<file path="src/logic/dsadc_pkg.sv">
// Constants shared by the delta-sigma converter control block
// Summary of operation
// - Channel runs only with power-on and enable set
// - Filter turns 2-bit modulator codes into 24 bits
// - Each channel result register is 24 bits
// - Two sampling rates selected by configuration
// - High-pass cutoff selectable among four values
// - High-pass removes DC and analogue offset
// - Current channels 0, 2 offer gain x1..x32
// - Voltage channels 1, 3 offer gain x1..x16
// - Mode set by mode and two gain registers
// - Converter clock: crystal or internal oscillator
// - Two current, two voltage differential channels
// - Phase adjustment shifts current channel samples
// - Reduced 16-bit result resolution also supported
package dsadc_pkg;
  localparam int NUM_CH = 4; // Channels
  localparam int RES_W = 24; // Full result width
  localparam int RES16_W = 16; // Reduced result width
  localparam int DEC_FAST = 768; // Modulator ticks per sample, fast rate
  localparam int DEC_SLOW = 1536; // Modulator ticks per sample, slow rate
  localparam int SHIFT_FAST = 11; // Sum scaling, fast rate
  localparam int SHIFT_SLOW = 10; // Sum scaling, slow rate
  localparam int HPF_SHIFT_BASE = 10; // Highest cutoff leak shift
  localparam logic [2:0] GAIN_MAX_CUR = 3'h5; // x32
  localparam logic [2:0] GAIN_MAX_VOL = 3'h4; // x16
  localparam logic [7:0] OFF_MODE = 8'h00; // Mode register
  localparam logic [7:0] OFF_GAIN_LO = 8'h04; // Gain, channels 0 and 1
  localparam logic [7:0] OFF_GAIN_HI = 8'h08; // Gain, channels 2 and 3
  localparam logic [7:0] OFF_PHASE = 8'h0c; // Phase delay, channels 0 and 2
  localparam logic [7:0] OFF_STAT = 8'h10; // Per-channel conversion counts
  localparam logic [7:0] OFF_RES0 = 8'h20; // First result; next ones every 4
  localparam int F_PON = 0; // Power-on bits [3:0]
  localparam int F_CEN = 4; // Conversion enable bits [7:4]
  localparam int F_RATE = 8; // 1 selects slow rate
  localparam int F_RES16 = 9; // 1 selects 16-bit result
  localparam int F_HPF = 10; // Cutoff select [11:10]
  localparam int F_CLK = 12; // 1 selects internal oscillator
  localparam int MODE_W = 13; // Implemented mode bits
  localparam int GAIN_HI_POS = 4; // Second channel field in a gain register
  localparam logic [MODE_W-1:0] MODE_RST = 13'h0000; // All off
  localparam logic [7:0] GAIN_RST = 8'h00; // x1
  localparam logic [7:0] PHASE_RST = 8'h00; // No delay
  localparam logic [1:0] RESP_OKAY = 2'h0; // AXI okay
  localparam logic [1:0] RESP_SLVERR = 2'h2; // AXI error, unmapped or read-only
endpackage : dsadc_pkg

</file>
<file path="src/logic/dsadc_top.sv">
// Delta-sigma converter control with AXI4-Lite register access
//
// The AXI4-Lite slave port and the address map are this design's own decisions.
`timescale 1ns/1ps
`default_nettype none
module dsadc_top (
  input wire logic mclk, // 10 MHz system clock
  input wire logic sys_rst, // Synchronous reset, high
  input wire logic ce, // Clock enable
  input wire logic [7:0] s_axi_awaddr, // Write address
  input wire logic s_axi_awvalid, // Write address valid
  output logic s_axi_awready, // Write address ready
  input wire logic [31:0] s_axi_wdata, // Write data
  input wire logic [3:0] s_axi_wstrb, // Byte enables
  input wire logic s_axi_wvalid, // Write data valid
  output logic s_axi_wready, // Write data ready
  output logic [1:0] s_axi_bresp, // Write response
  output logic s_axi_bvalid, // Write response valid
  input wire logic s_axi_bready, // Write response ready
  input wire logic [7:0] s_axi_araddr, // Read address
  input wire logic s_axi_arvalid, // Read address valid
  output logic s_axi_arready, // Read address ready
  output logic [31:0] s_axi_rdata, // Read data
  output logic [1:0] s_axi_rresp, // Read response
  output logic s_axi_rvalid, // Read data valid
  input wire logic s_axi_rready, // Read data ready
  input wire logic [7:0] modIn, // Modulator codes, 2 bits per channel
  input wire logic tickXtal, // Toggles per modulator sample, crystal
  input wire logic tickOsc, // Toggles per modulator sample, oscillator
  output logic [3:0] chanPowerOn, // Analogue power-on per channel
  output logic [11:0] pgaGain, // Gain code per channel, 3 bits each
  output logic convClkSel, // 1 selects internal oscillator
  output logic convDoneIrq // One pulse per result set
);
  localparam int N = dsadc_pkg::NUM_CH;

  // Clamp a gain code to what the channel supports
  function automatic logic [2:0] clampGain(input logic [2:0] code, input bit cur);
    logic [2:0] lim;
    lim = cur ? dsadc_pkg::GAIN_MAX_CUR : dsadc_pkg::GAIN_MAX_VOL;
    clampGain = (code > lim) ? lim : code;
  endfunction : clampGain

  // Merge write data under byte enables
  function automatic logic [31:0] mergeStrb(input logic [31:0] old,
                                            input logic [31:0] dat,
                                            input logic [3:0] strb);
    logic [31:0] m;
    m = old;
    for (int b = 0; b < 4; b++) begin
      if (strb[b]) begin
        m[8*b +: 8] = dat[8*b +: 8];
      end
    end
    mergeStrb = m;
  endfunction : mergeStrb

  // Configuration registers
  logic [dsadc_pkg::MODE_W-1:0] mode_r, mode_nxt; // conv_mode_reg
  logic [7:0] gainLo_r, gainLo_nxt; // gain_ctrl_reg_lo
  logic [7:0] gainHi_r, gainHi_nxt; // gain_ctrl_reg_hi
  logic [7:0] phase_r, phase_nxt; // Phase delay fields
  // Bus response state
  logic bvalid_r, bvalid_nxt;
  logic [1:0] bresp_r, bresp_nxt;
  logic rvalid_r, rvalid_nxt;
  logic [1:0] rresp_r, rresp_nxt;
  logic [31:0] rdata_r, rdata_nxt;
  logic wrGo, rdGo; // Bus transfers taken this cycle
  logic [31:0] wrMerged; // Write data over old value
  // Pin synchronisers
  logic [7:0] modSyncA_r, modSyncB_r; // Modulator codes
  logic [1:0] tickSyncA_r, tickSyncB_r, tickSyncC_r; // Tick toggles
  // Conversion state
  logic [10:0] frameCnt_r, frameCnt_nxt; // Ticks within a sample
  logic [7:0] convCnt_r [N]; // Conversions since power-on
  logic [7:0] convCnt_nxt [N];
  logic irq_r, irq_nxt;
  logic [3:0] pon, cen, running;
  logic tick, dump;
  logic [10:0] framePeriod;
  logic [23:0] res [N]; // Channel results

  assign pon = mode_r[dsadc_pkg::F_PON +: 4];
  assign cen = mode_r[dsadc_pkg::F_CEN +: 4];
  assign running = pon & cen;

  // Bus handshakes; both write channels taken together
  always_comb begin
    wrGo = ce && s_axi_awvalid && s_axi_wvalid && !bvalid_r;
    rdGo = ce && s_axi_arvalid && !rvalid_r;
  end
  assign s_axi_awready = wrGo;
  assign s_axi_wready = wrGo;
  assign s_axi_arready = rdGo;

  // Register writes and write response
  always_comb begin
    mode_nxt = mode_r;
    gainLo_nxt = gainLo_r;
    gainHi_nxt = gainHi_r;
    phase_nxt = phase_r;
    bvalid_nxt = bvalid_r;
    bresp_nxt = bresp_r;
    wrMerged = 32'h0;
    if (bvalid_r && s_axi_bready) begin
      bvalid_nxt = 1'b0; // Response accepted
    end
    if (wrGo) begin
      bvalid_nxt = 1'b1;
      bresp_nxt = dsadc_pkg::RESP_OKAY;
      case (s_axi_awaddr)
        dsadc_pkg::OFF_MODE: begin
          wrMerged = mergeStrb(32'(mode_r), s_axi_wdata, s_axi_wstrb);
          mode_nxt = wrMerged[dsadc_pkg::MODE_W-1:0];
          // Rate bit held while any channel is powered
          if (pon != 4'h0) begin
            mode_nxt[dsadc_pkg::F_RATE] = mode_r[dsadc_pkg::F_RATE];
          end
        end
        dsadc_pkg::OFF_GAIN_LO: begin
          wrMerged = mergeStrb(32'(gainLo_r), s_axi_wdata, s_axi_wstrb);
          gainLo_nxt = wrMerged[7:0];
        end
        dsadc_pkg::OFF_GAIN_HI: begin
          wrMerged = mergeStrb(32'(gainHi_r), s_axi_wdata, s_axi_wstrb);
          gainHi_nxt = wrMerged[7:0];
        end
        dsadc_pkg::OFF_PHASE: begin
          wrMerged = mergeStrb(32'(phase_r), s_axi_wdata, s_axi_wstrb);
          phase_nxt = wrMerged[7:0];
        end
        default: begin
          bresp_nxt = dsadc_pkg::RESP_SLVERR; // Unmapped or read-only
        end
      endcase
    end
  end

  // Read data and read response
  always_comb begin
    rvalid_nxt = rvalid_r;
    rresp_nxt = rresp_r;
    rdata_nxt = rdata_r;
    if (rvalid_r && s_axi_rready) begin
      rvalid_nxt = 1'b0;
    end
    if (rdGo) begin
      rvalid_nxt = 1'b1;
      rresp_nxt = dsadc_pkg::RESP_OKAY;
      case (s_axi_araddr)
        dsadc_pkg::OFF_MODE: rdata_nxt = 32'(mode_r);
        dsadc_pkg::OFF_GAIN_LO: rdata_nxt = 32'(gainLo_r);
        dsadc_pkg::OFF_GAIN_HI: rdata_nxt = 32'(gainHi_r);
        dsadc_pkg::OFF_PHASE: rdata_nxt = 32'(phase_r);
        dsadc_pkg::OFF_STAT: begin
          rdata_nxt = {convCnt_r[3], convCnt_r[2], convCnt_r[1], convCnt_r[0]};
        end
        dsadc_pkg::OFF_RES0: rdata_nxt = 32'(res[0]);
        dsadc_pkg::OFF_RES0 + 8'h04: rdata_nxt = 32'(res[1]);
        dsadc_pkg::OFF_RES0 + 8'h08: rdata_nxt = 32'(res[2]);
        dsadc_pkg::OFF_RES0 + 8'h0c: rdata_nxt = 32'(res[3]);
        default: begin
          rdata_nxt = 32'h0;
          rresp_nxt = dsadc_pkg::RESP_SLVERR;
        end
      endcase
    end
  end

  // Register bank and bus response flops
  always_ff @(posedge mclk) begin
    if (sys_rst) begin
      mode_r <= dsadc_pkg::MODE_RST;
      gainLo_r <= dsadc_pkg::GAIN_RST;
      gainHi_r <= dsadc_pkg::GAIN_RST;
      phase_r <= dsadc_pkg::PHASE_RST;
      bvalid_r <= 1'b0;
      bresp_r <= dsadc_pkg::RESP_OKAY;
      rvalid_r <= 1'b0;
      rresp_r <= dsadc_pkg::RESP_OKAY;
      rdata_r <= 32'h0;
    end else if (ce) begin
      mode_r <= mode_nxt;
      gainLo_r <= gainLo_nxt;
      gainHi_r <= gainHi_nxt;
      phase_r <= phase_nxt;
      bvalid_r <= bvalid_nxt;
      bresp_r <= bresp_nxt;
      rvalid_r <= rvalid_nxt;
      rresp_r <= rresp_nxt;
      rdata_r <= rdata_nxt;
    end
  end
  assign s_axi_bvalid = bvalid_r;
  assign s_axi_bresp = bresp_r;
  assign s_axi_rvalid = rvalid_r;
  assign s_axi_rresp = rresp_r;
  assign s_axi_rdata = rdata_r;

  // Two-flop synchronisers; third tick stage only for edge finding
  always_ff @(posedge mclk) begin
    if (sys_rst) begin
      modSyncA_r <= 8'h00;
      modSyncB_r <= 8'h00;
      tickSyncA_r <= 2'h0;
      tickSyncB_r <= 2'h0;
      tickSyncC_r <= 2'h0;
    end else if (ce) begin
      modSyncA_r <= modIn;
      modSyncB_r <= modSyncA_r;
      tickSyncA_r <= {tickOsc, tickXtal};
      tickSyncB_r <= tickSyncA_r;
      tickSyncC_r <= tickSyncB_r;
    end
  end

  // Tick from the selected converter clock source
  always_comb begin
    convClkSel = mode_r[dsadc_pkg::F_CLK];
    tick = convClkSel ? (tickSyncB_r[1] ^ tickSyncC_r[1])
                      : (tickSyncB_r[0] ^ tickSyncC_r[0]);
    framePeriod = mode_r[dsadc_pkg::F_RATE] ? 11'(dsadc_pkg::DEC_SLOW - 1)
                                            : 11'(dsadc_pkg::DEC_FAST - 1);
    dump = tick && (frameCnt_r >= framePeriod);
  end

  // Frame counter, conversion counts and done pulse
  always_comb begin
    frameCnt_nxt = frameCnt_r;
    if (dump) begin
      frameCnt_nxt = 11'h0;
    end else if (tick) begin
      frameCnt_nxt = frameCnt_r + 11'h1;
    end
    for (int i = 0; i < N; i++) begin
      convCnt_nxt[i] = convCnt_r[i];
      if (!pon[i]) begin
        convCnt_nxt[i] = 8'h00;
      end else if (dump && running[i] && convCnt_r[i] != 8'hff) begin
        convCnt_nxt[i] = convCnt_r[i] + 8'h01;
      end
    end
    irq_nxt = dump && (running != 4'h0);
  end

  // Register conversion state
  always_ff @(posedge mclk) begin
    if (sys_rst) begin
      frameCnt_r <= 11'h0;
      for (int i = 0; i < N; i++) begin
        convCnt_r[i] <= 8'h00;
      end
      irq_r <= 1'b0;
    end else if (ce) begin
      frameCnt_r <= frameCnt_nxt;
      convCnt_r <= convCnt_nxt;
      irq_r <= irq_nxt;
    end
  end
  // Gated so a frozen block does not stretch the pulse
  assign convDoneIrq = irq_r && ce;
  assign chanPowerOn = pon;

  // One filter per channel; even channels measure current
  for (genvar g = 0; g < N; g++) begin : g_chan
    localparam bit CUR = (g % 2) == 0;
    logic [2:0] gainCode;
    if (g < 2) begin : g_lo
      assign gainCode = gainLo_r[(g % 2) * dsadc_pkg::GAIN_HI_POS +: 3];
    end else begin : g_hi
      assign gainCode = gainHi_r[(g % 2) * dsadc_pkg::GAIN_HI_POS +: 3];
    end
    assign pgaGain[3*g +: 3] = clampGain(gainCode, CUR);
    dsadc_dec_filter #(
      .PH_W(4),
      .PHASE_EN(CUR)
    ) u_filt (
      .mclk(mclk),
      .sys_rst(sys_rst),
      .ce(ce),
      .clear(!running[g]),
      .tick(tick),
      .dump(dump),
      .modBits(modSyncB_r[2*g +: 2]),
      .phaseDly(phase_r[(g / 2) * 4 +: 4]),
      .hpfSel(mode_r[dsadc_pkg::F_HPF +: 2]),
      .rateSlow(mode_r[dsadc_pkg::F_RATE]),
      .res16(mode_r[dsadc_pkg::F_RES16]),
      .result(res[g])
    );
  end

  // Checks
  irq_cause_a: assert property (@(posedge mclk) disable iff (sys_rst)
    (irq_r && $past(ce)) |-> $past(dump) && $past(running) != 4'h0)
    else $error("done pulse without frame end");
  irq_single_a: assert property (@(posedge mclk) disable iff (sys_rst)
    (convDoneIrq ##1 ce) |-> !convDoneIrq)
    else $error("done pulse longer than one cycle");
  count_clear_a: assert property (@(posedge mclk) disable iff (sys_rst)
    (ce && !pon[0]) |=> convCnt_r[0] == 8'h00)
    else $error("count not cleared at power-off");
  stop_hold_a: assert property (@(posedge mclk) disable iff (sys_rst)
    (!running[1] && $past(!running[1])) |-> $stable(res[1]))
    else $error("stopped channel result changed");
  gain_cur_a: assert property (@(posedge mclk) disable iff (sys_rst)
    pgaGain[8:6] <= dsadc_pkg::GAIN_MAX_CUR)
    else $error("current gain out of range");
  gain_vol_a: assert property (@(posedge mclk) disable iff (sys_rst)
    (gainLo_r[6:4] > 3'h4) |-> pgaGain[5:3] == 3'h4)
    else $error("voltage gain not limited to x16");
  res16_sign_a: assert property (@(posedge mclk) disable iff (sys_rst)
    ($past(irq_nxt) && $past(mode_r[dsadc_pkg::F_RES16]) && $past(running[0]))
      |-> (res[0][23:15] == 9'h000 || res[0][23:15] == 9'h1ff))
    else $error("reduced result not sign extended");
  frame_len_a: assert property (@(posedge mclk) disable iff (sys_rst)
    frameCnt_r < 11'(dsadc_pkg::DEC_SLOW))
    else $error("frame counter overran slow period");
  rate_lock_a: assert property (@(posedge mclk) disable iff (sys_rst)
    ($past(pon) != 4'h0) |-> $stable(mode_r[dsadc_pkg::F_RATE]))
    else $error("rate changed while powered");
  bresp_hold_a: assert property (@(posedge mclk) disable iff (sys_rst)
    (s_axi_bvalid && !s_axi_bready) |=> s_axi_bvalid && $stable(s_axi_bresp))
    else $error("write response dropped");
  irq_cov: cover property (@(posedge mclk) disable iff (sys_rst) convDoneIrq);
  wr_cov: cover property (@(posedge mclk) disable iff (sys_rst) wrGo);
  rd_cov: cover property (@(posedge mclk) disable iff (sys_rst) rdGo);
  res16_cov: cover property (@(posedge mclk) disable iff (sys_rst)
    convDoneIrq && mode_r[dsadc_pkg::F_RES16]);
endmodule : dsadc_top
`default_nettype wire

</file>
<file path="src/logic/dsadc_dec_filter.sv">
// Decimation and high-pass filter for one converter channel
`timescale 1ns/1ps
`default_nettype none
module dsadc_dec_filter #(
  parameter int PH_W = 4, // Phase delay select width
  parameter bit PHASE_EN = 1'b0 // Delay line present
) (
  input wire logic mclk, // System clock
  input wire logic sys_rst, // Synchronous reset
  input wire logic ce, // Clock enable
  input wire logic clear, // Channel not running
  input wire logic tick, // Modulator sample strobe
  input wire logic dump, // Frame end, coincides with tick
  input wire logic [1:0] modBits, // Modulator code
  input wire logic [PH_W-1:0] phaseDly, // Delay in modulator ticks
  input wire logic [1:0] hpfSel, // Cutoff select
  input wire logic rateSlow, // Slow rate scaling
  input wire logic res16, // Reduced resolution
  output logic [dsadc_pkg::RES_W-1:0] result // Filtered result
);
  localparam int DLY_N = 2 ** PH_W; // Delay line length
  logic [1:0] dly_r [DLY_N]; // Delay line of modulator codes
  logic [1:0] dly_nxt [DLY_N];
  logic signed [13:0] acc_r, acc_nxt; // Integrator
  logic signed [23:0] dc_r, dc_nxt; // Tracked DC level
  logic [23:0] res_r, res_nxt; // Result register
  logic [1:0] tap; // Selected code
  logic signed [4:0] level; // Code as odd level -3..3
  logic signed [13:0] sum; // Integrator plus current level
  logic signed [24:0] scaled; // Frame sum at 24-bit scale
  logic signed [25:0] err; // Input minus DC
  logic signed [25:0] step; // DC leak step
  logic [23:0] y; // Saturated high-pass output

  // Next state of delay line, integrator and filter
  always_comb begin
    for (int i = 0; i < DLY_N; i++) begin
      dly_nxt[i] = dly_r[i];
    end
    if (tick) begin
      dly_nxt[0] = modBits; // Shift in newest code
      for (int i = 1; i < DLY_N; i++) begin
        dly_nxt[i] = dly_r[i-1];
      end
    end
    tap = PHASE_EN ? dly_r[phaseDly] : modBits;
    level = $signed({2'h0, tap, 1'b0}) - 5'sh3;
    sum = acc_r + 14'(level);
    scaled = rateSlow ? (25'(sum) <<< dsadc_pkg::SHIFT_SLOW)
                      : (25'(sum) <<< dsadc_pkg::SHIFT_FAST);
    err = 26'(scaled) - 26'(dc_r);
    step = err >>> (dsadc_pkg::HPF_SHIFT_BASE + int'(hpfSel));
    if (err > 26'sh07fffff) begin
      y = 24'h7fffff; // Clip high
    end else if (err < -26'sh0800000) begin
      y = 24'h800000; // Clip low
    end else begin
      y = err[23:0];
    end
    acc_nxt = acc_r;
    dc_nxt = dc_r;
    res_nxt = res_r;
    if (clear) begin
      acc_nxt = 14'sh0; // Stopped channel restarts from empty
      dc_nxt = 24'sh0;
    end else if (dump) begin
      acc_nxt = 14'sh0;
      dc_nxt = dc_r + 24'(step);
      // Reduced mode keeps top 16 bits, sign extended
      res_nxt = res16 ? {{8{y[23]}}, y[23:8]} : y;
    end else if (tick) begin
      acc_nxt = sum;
    end
  end

  // Register filter state
  always_ff @(posedge mclk) begin
    if (sys_rst) begin
      for (int i = 0; i < DLY_N; i++) begin
        dly_r[i] <= 2'h0;
      end
      acc_r <= 14'sh0;
      dc_r <= 24'sh0;
      res_r <= 24'h0;
    end else if (ce) begin
      dly_r <= dly_nxt;
      acc_r <= acc_nxt;
      dc_r <= dc_nxt;
      res_r <= res_nxt;
    end
  end

  assign result = res_r;
endmodule : dsadc_dec_filter
`default_nettype wire

</file>
<file path="config.mk">
export PLATFORM = sky130hd
export DESIGN_NAME = dsadc_top
export DESIGN_NICKNAME = d
export VERILOG_FILES = /design/src/logic/dsadc_pkg.sv /design/src/logic/dsadc_top.sv /design/src/logic/dsadc_dec_filter.sv
export SDC_FILE = /design/constraint.sdc
export NUM_CORES = 2
export LEC_CHECK = 0
export BUFFER_PORTS_ARGS = -buffer_cell sky130_fd_sc_hd__buf_2
export CAP_MARGIN = 20
export CORE_ASPECT_RATIO = 1.75
export CORE_MARGIN = 10
export CORE_UTILIZATION = 25
export CTS_BUF_LIST = sky130_fd_sc_hd__clkbuf_16
export DETAILED_ROUTE_END_ITERATION = 8
export PLACE_DENSITY = 0.39
export SLEW_MARGIN = 40
export SYNTH_ARGS = -nofsm -noshare
export SYNTH_HDL_FRONTEND = slang
export SYNTH_HIERARCHICAL = 1
export SYNTH_SLANG_ARGS = --single-unit
</file>
<file path="constraint.sdc">
create_clock -name mclk -period 7.6 [get_ports mclk]
set_clock_uncertainty 0.05 [all_clocks]
set_input_delay 0.38 -clock mclk [delete_from_list [all_inputs] [get_ports mclk]]
set_output_delay 0.38 -clock mclk [all_outputs]
set_load 0.02 [all_outputs]
</file>
==> flow_summary.yaml <==
run_status:
  status: "complete, no violations"
logic_synthesis:
  synthFlopType: "dfxtp_1"
  synth_area_leaders: "dfxtp_1, ha_1, nand2_1"
  yosys.area.top_type: "dfxtp_1"
  synthesis.instances: 4105
  avgSynthCellArea_um2: 8.069
  yosysUniqueCellTypes: 127
  ys_warn_count: 6
  netlist_area_um2: 33120
  synth_top_area_share_pct: 27.26
  ys_ff_latch: 451
  yosysSeqAreaShare_pct: 27.26
  ys_async_sr_fraction_pct: 0
  synth_edf_count: 0
global_route:
  grt_start_max_net_pins: 129
  grt_overflow: 0
  grt_pass1_wl_um: 187100
  grt_pass1_vias: 31790
  antenna_found_initial: 7
  track_usage_pct: 16.03
floorplan:
  core_um2: 131500
  die_x_um: 295.2
  dieArea_um2: 148000
  pin_count: 129
  initial_utilization_pct: 25.19
  die_h_um: 501.5
  rows: 176
clock_network:
  htree_num_levels: 2
  cts_buffer_depth: 3
  cts_buffers: 48
  clk_latency_ns: 0.65
  clock_sinks: 451
  clk_pin_slew_ns: 0.07
  root_buffer: "clkbuf_16"
  cts_tree: "done"
placement:
  dp_slack_ns: -0.2897
  port_buffers: 105
  place_congestion: 0.8781
  place_area_um2: 37370
  dp.cells: 6008
  hpwlAfterDp_um: 94360
cells_and_area:
  drive_above_1_share_pct: 20.69
  fin_util_pct: 30.59
  layout_common_cells: "dfxtp_1, nand2_1, nor2_1"
  nFillCells: 14100
  design_area_um2: 40220
  area_growth_pct: 21.42
  layoutNonFillerInstCount: 6140
  mostFrequentLayoutCell: "dfxtp_1"
  fin_nets: 4704
timing:
  timing.final.crit_share_pct: 96.93
  finalHoldViolCount: 0
  slew_violations: 0
  rsz0062_at_grt: "true"
  worst_slack_ns: 0.2336
  setup-tns-final_ns: 0
  hold_ws_ns: 0.06268
  finalSetupViolations: 0
  maxSlewHeadroom_pct: 40.82
  max_slew.worst_pin.slew_ns: 0.8796
  fmax_mhz: 135.8
  period_minus_slack_ns: 7.366
route:
  ant_nets: 0
  drt-total-wl_um: 122900
  drtPass1Iterations: 5
  wl_per_cell_um: 20.02
  drt_iter0_drc: 1363
  vias: 31030
  drc: 0
  routed_via_density: 5.053
setup_path:
  end_kind: "flip-flop"
  cp_slowest_cell: "or4_4"
  crit_path_max_incr_delay_ns: 0.51
  cpMostUsedCell: "a21o_1"
  critPathRequiredTime_ns: 8.07
  crit_type: "flip-flop to flip-flop"
  start_kind: "flip-flop"
  crit_arrival_ns: 7.84
  crit_fanout: 5
power:
  power_mw: 5.430
  p_sw_mw: 1.418
  clock_power_share_pct: 48.4
  power_frac_seq_pct: 43.7
  internal-power_mw: 4.012
  p_per_area_nw_per_um2: 135.0
  netSwitchingFraction_pct: 26.11
  power_frac_comb_pct: 7.9
  ir_worst_vdd_v: 0.0001571
  leakage_nw: 15.51
hold_path:
  hp-class: "input port to flip-flop"
flow_run:
  drv_cap: 0
-- area by class of cell --
type                            instances  area (um^2)  area share (%)
Multi-Input combinational cell       3263        23220           57.73
Sequential cell                       451         9049           22.50
Timing Repair Buffer                  478         3522           8.758
Tap cell                             1691         2116           5.261
Clock buffer                           48         1201           2.987
Inverter                              168        633.1           1.574
Clock inverter                         39        474.2           1.179
Antenna cell                            2        5.005         0.01244
-- per-layer routing --
layer | GRT usage [%] | up-vias | wire length (um)
li1 | - | 15500 | -
met1 | 17.07 | 14800 | 47960
met2 | 31.54 | 525 | 66210
met3 | 1.693 | 198 | 3968
met4 | 6.126 | 8 | 4738
met5 | 0 | - | 33
-- cells in the mapped netlist, types with 44 or more instances --
| cell type | n |
|---|---|
| mux2i_1 | 139 |
| inv_1 | 163 |
| nand3_1 | 104 |
| a31oi_1 | 44 |
| nand2_1 | 439 |
| o21ai_0 | 225 |
| a21oi_2 | 50 |
| a21oi_1 | 297 |
| dfxtp_1 | 451 |
| nor3_1 | 88 |
| a22oi_1 | 106 |
| nor2_1 | 426 |
| xnor2_1 | 134 |
| nor2b_1 | 52 |
| a21o_1 | 67 |
| a211oi_1 | 47 |
| clkbuf_1 | 157 |
| xor2_1 | 67 |
| mux2_2 | 77 |
| ha_1 | 216 |
-- worst paths after layout --
check / to / from / cells after the start / slack (ns)
max: g_chan[2].u_filt/dc_r[23] / phase_r[4] / 34 / 0.23
min: modSyncA_r[2] / modIn[2] / 3 / 0.06
max reg2reg: g_chan[2].u_filt/dc_r[23] / phase_r[4] / 34 / 0.23
min reg2reg: s_axi_rdata[8] / s_axi_rdata[8] / 1 / 0.40
-- worst max-delay path, delay by kind of cell, from the launching register on --
kind                       cells  cell delay (ns)
buffers and inverters          6             0.87
xor gates and xnor gates       2             0.30
and+or+nand+nor                4             0.69
AOI/OAI and AO/OA             16             2.79
muxes                          3             1.31
DFF                            1             0.35
adders and majority gates      3             0.86
-- logic make-up (layout without fill, tap and decap cells) --
logic type                 after synthesis  after routing  synth area share [%]
and+or+nand+nor                       1414           1414                 20.61
xor gates and xnor gates               203            203                 5.447
buffers and inverters                  392            733                 5.017
AOI/OAI and AO/OA                     1171           1171                 23.95
other                                    1              4               0.01132
DFF                                    451            451                 27.26
adders and majority gates              224            224                 8.643
muxes                                  249            249                 9.062
-- sequential cells by signal, indices dropped and copies added (netlist names) --
signal                count
convCnt_r                32
frameCnt_r               11
g_chan.u_filt/acc_r      56
g_chan.u_filt/dc_r       96
g_chan.u_filt/dly_r      64
g_chan.u_filt/result     96
gainHi_r                  8
gainLo_r                  8
irq_r                     1
modSyncA_r                8
modSyncB_r                8
mode_r                   13
phase_r                   8
s_axi_bresp               1
s_axi_bvalid              1
s_axi_rdata              32
s_axi_rresp               1
s_axi_rvalid              1
tickSyncA_r               2
tickSyncB_r               2
tickSyncC_r               2
-- power by group through the flow --
stage	clock network, mW	registers (mW)	logic, mW
detailed placement	0	2.43	0.418
floorplan	0	2.43	0.271
global route	2.79	2.37	0.469
finish	2.63	2.37	0.429
CTS	2.74	2.37	0.430
global placement	0	2.43	0.418
-- timing repair --
action | 4_1_cts | 5_1_grt
cloned | 0 | 1
buffers inserted | 4 | 15
hold buffers | 22 | 0
resized for setup | 21 | 139
pin swaps | 12 | 74
endpoints found under the setup margin | 8 | 32
endpoints found under the hold margin | 44 | 0
Power figures use the tool's default switching activity.
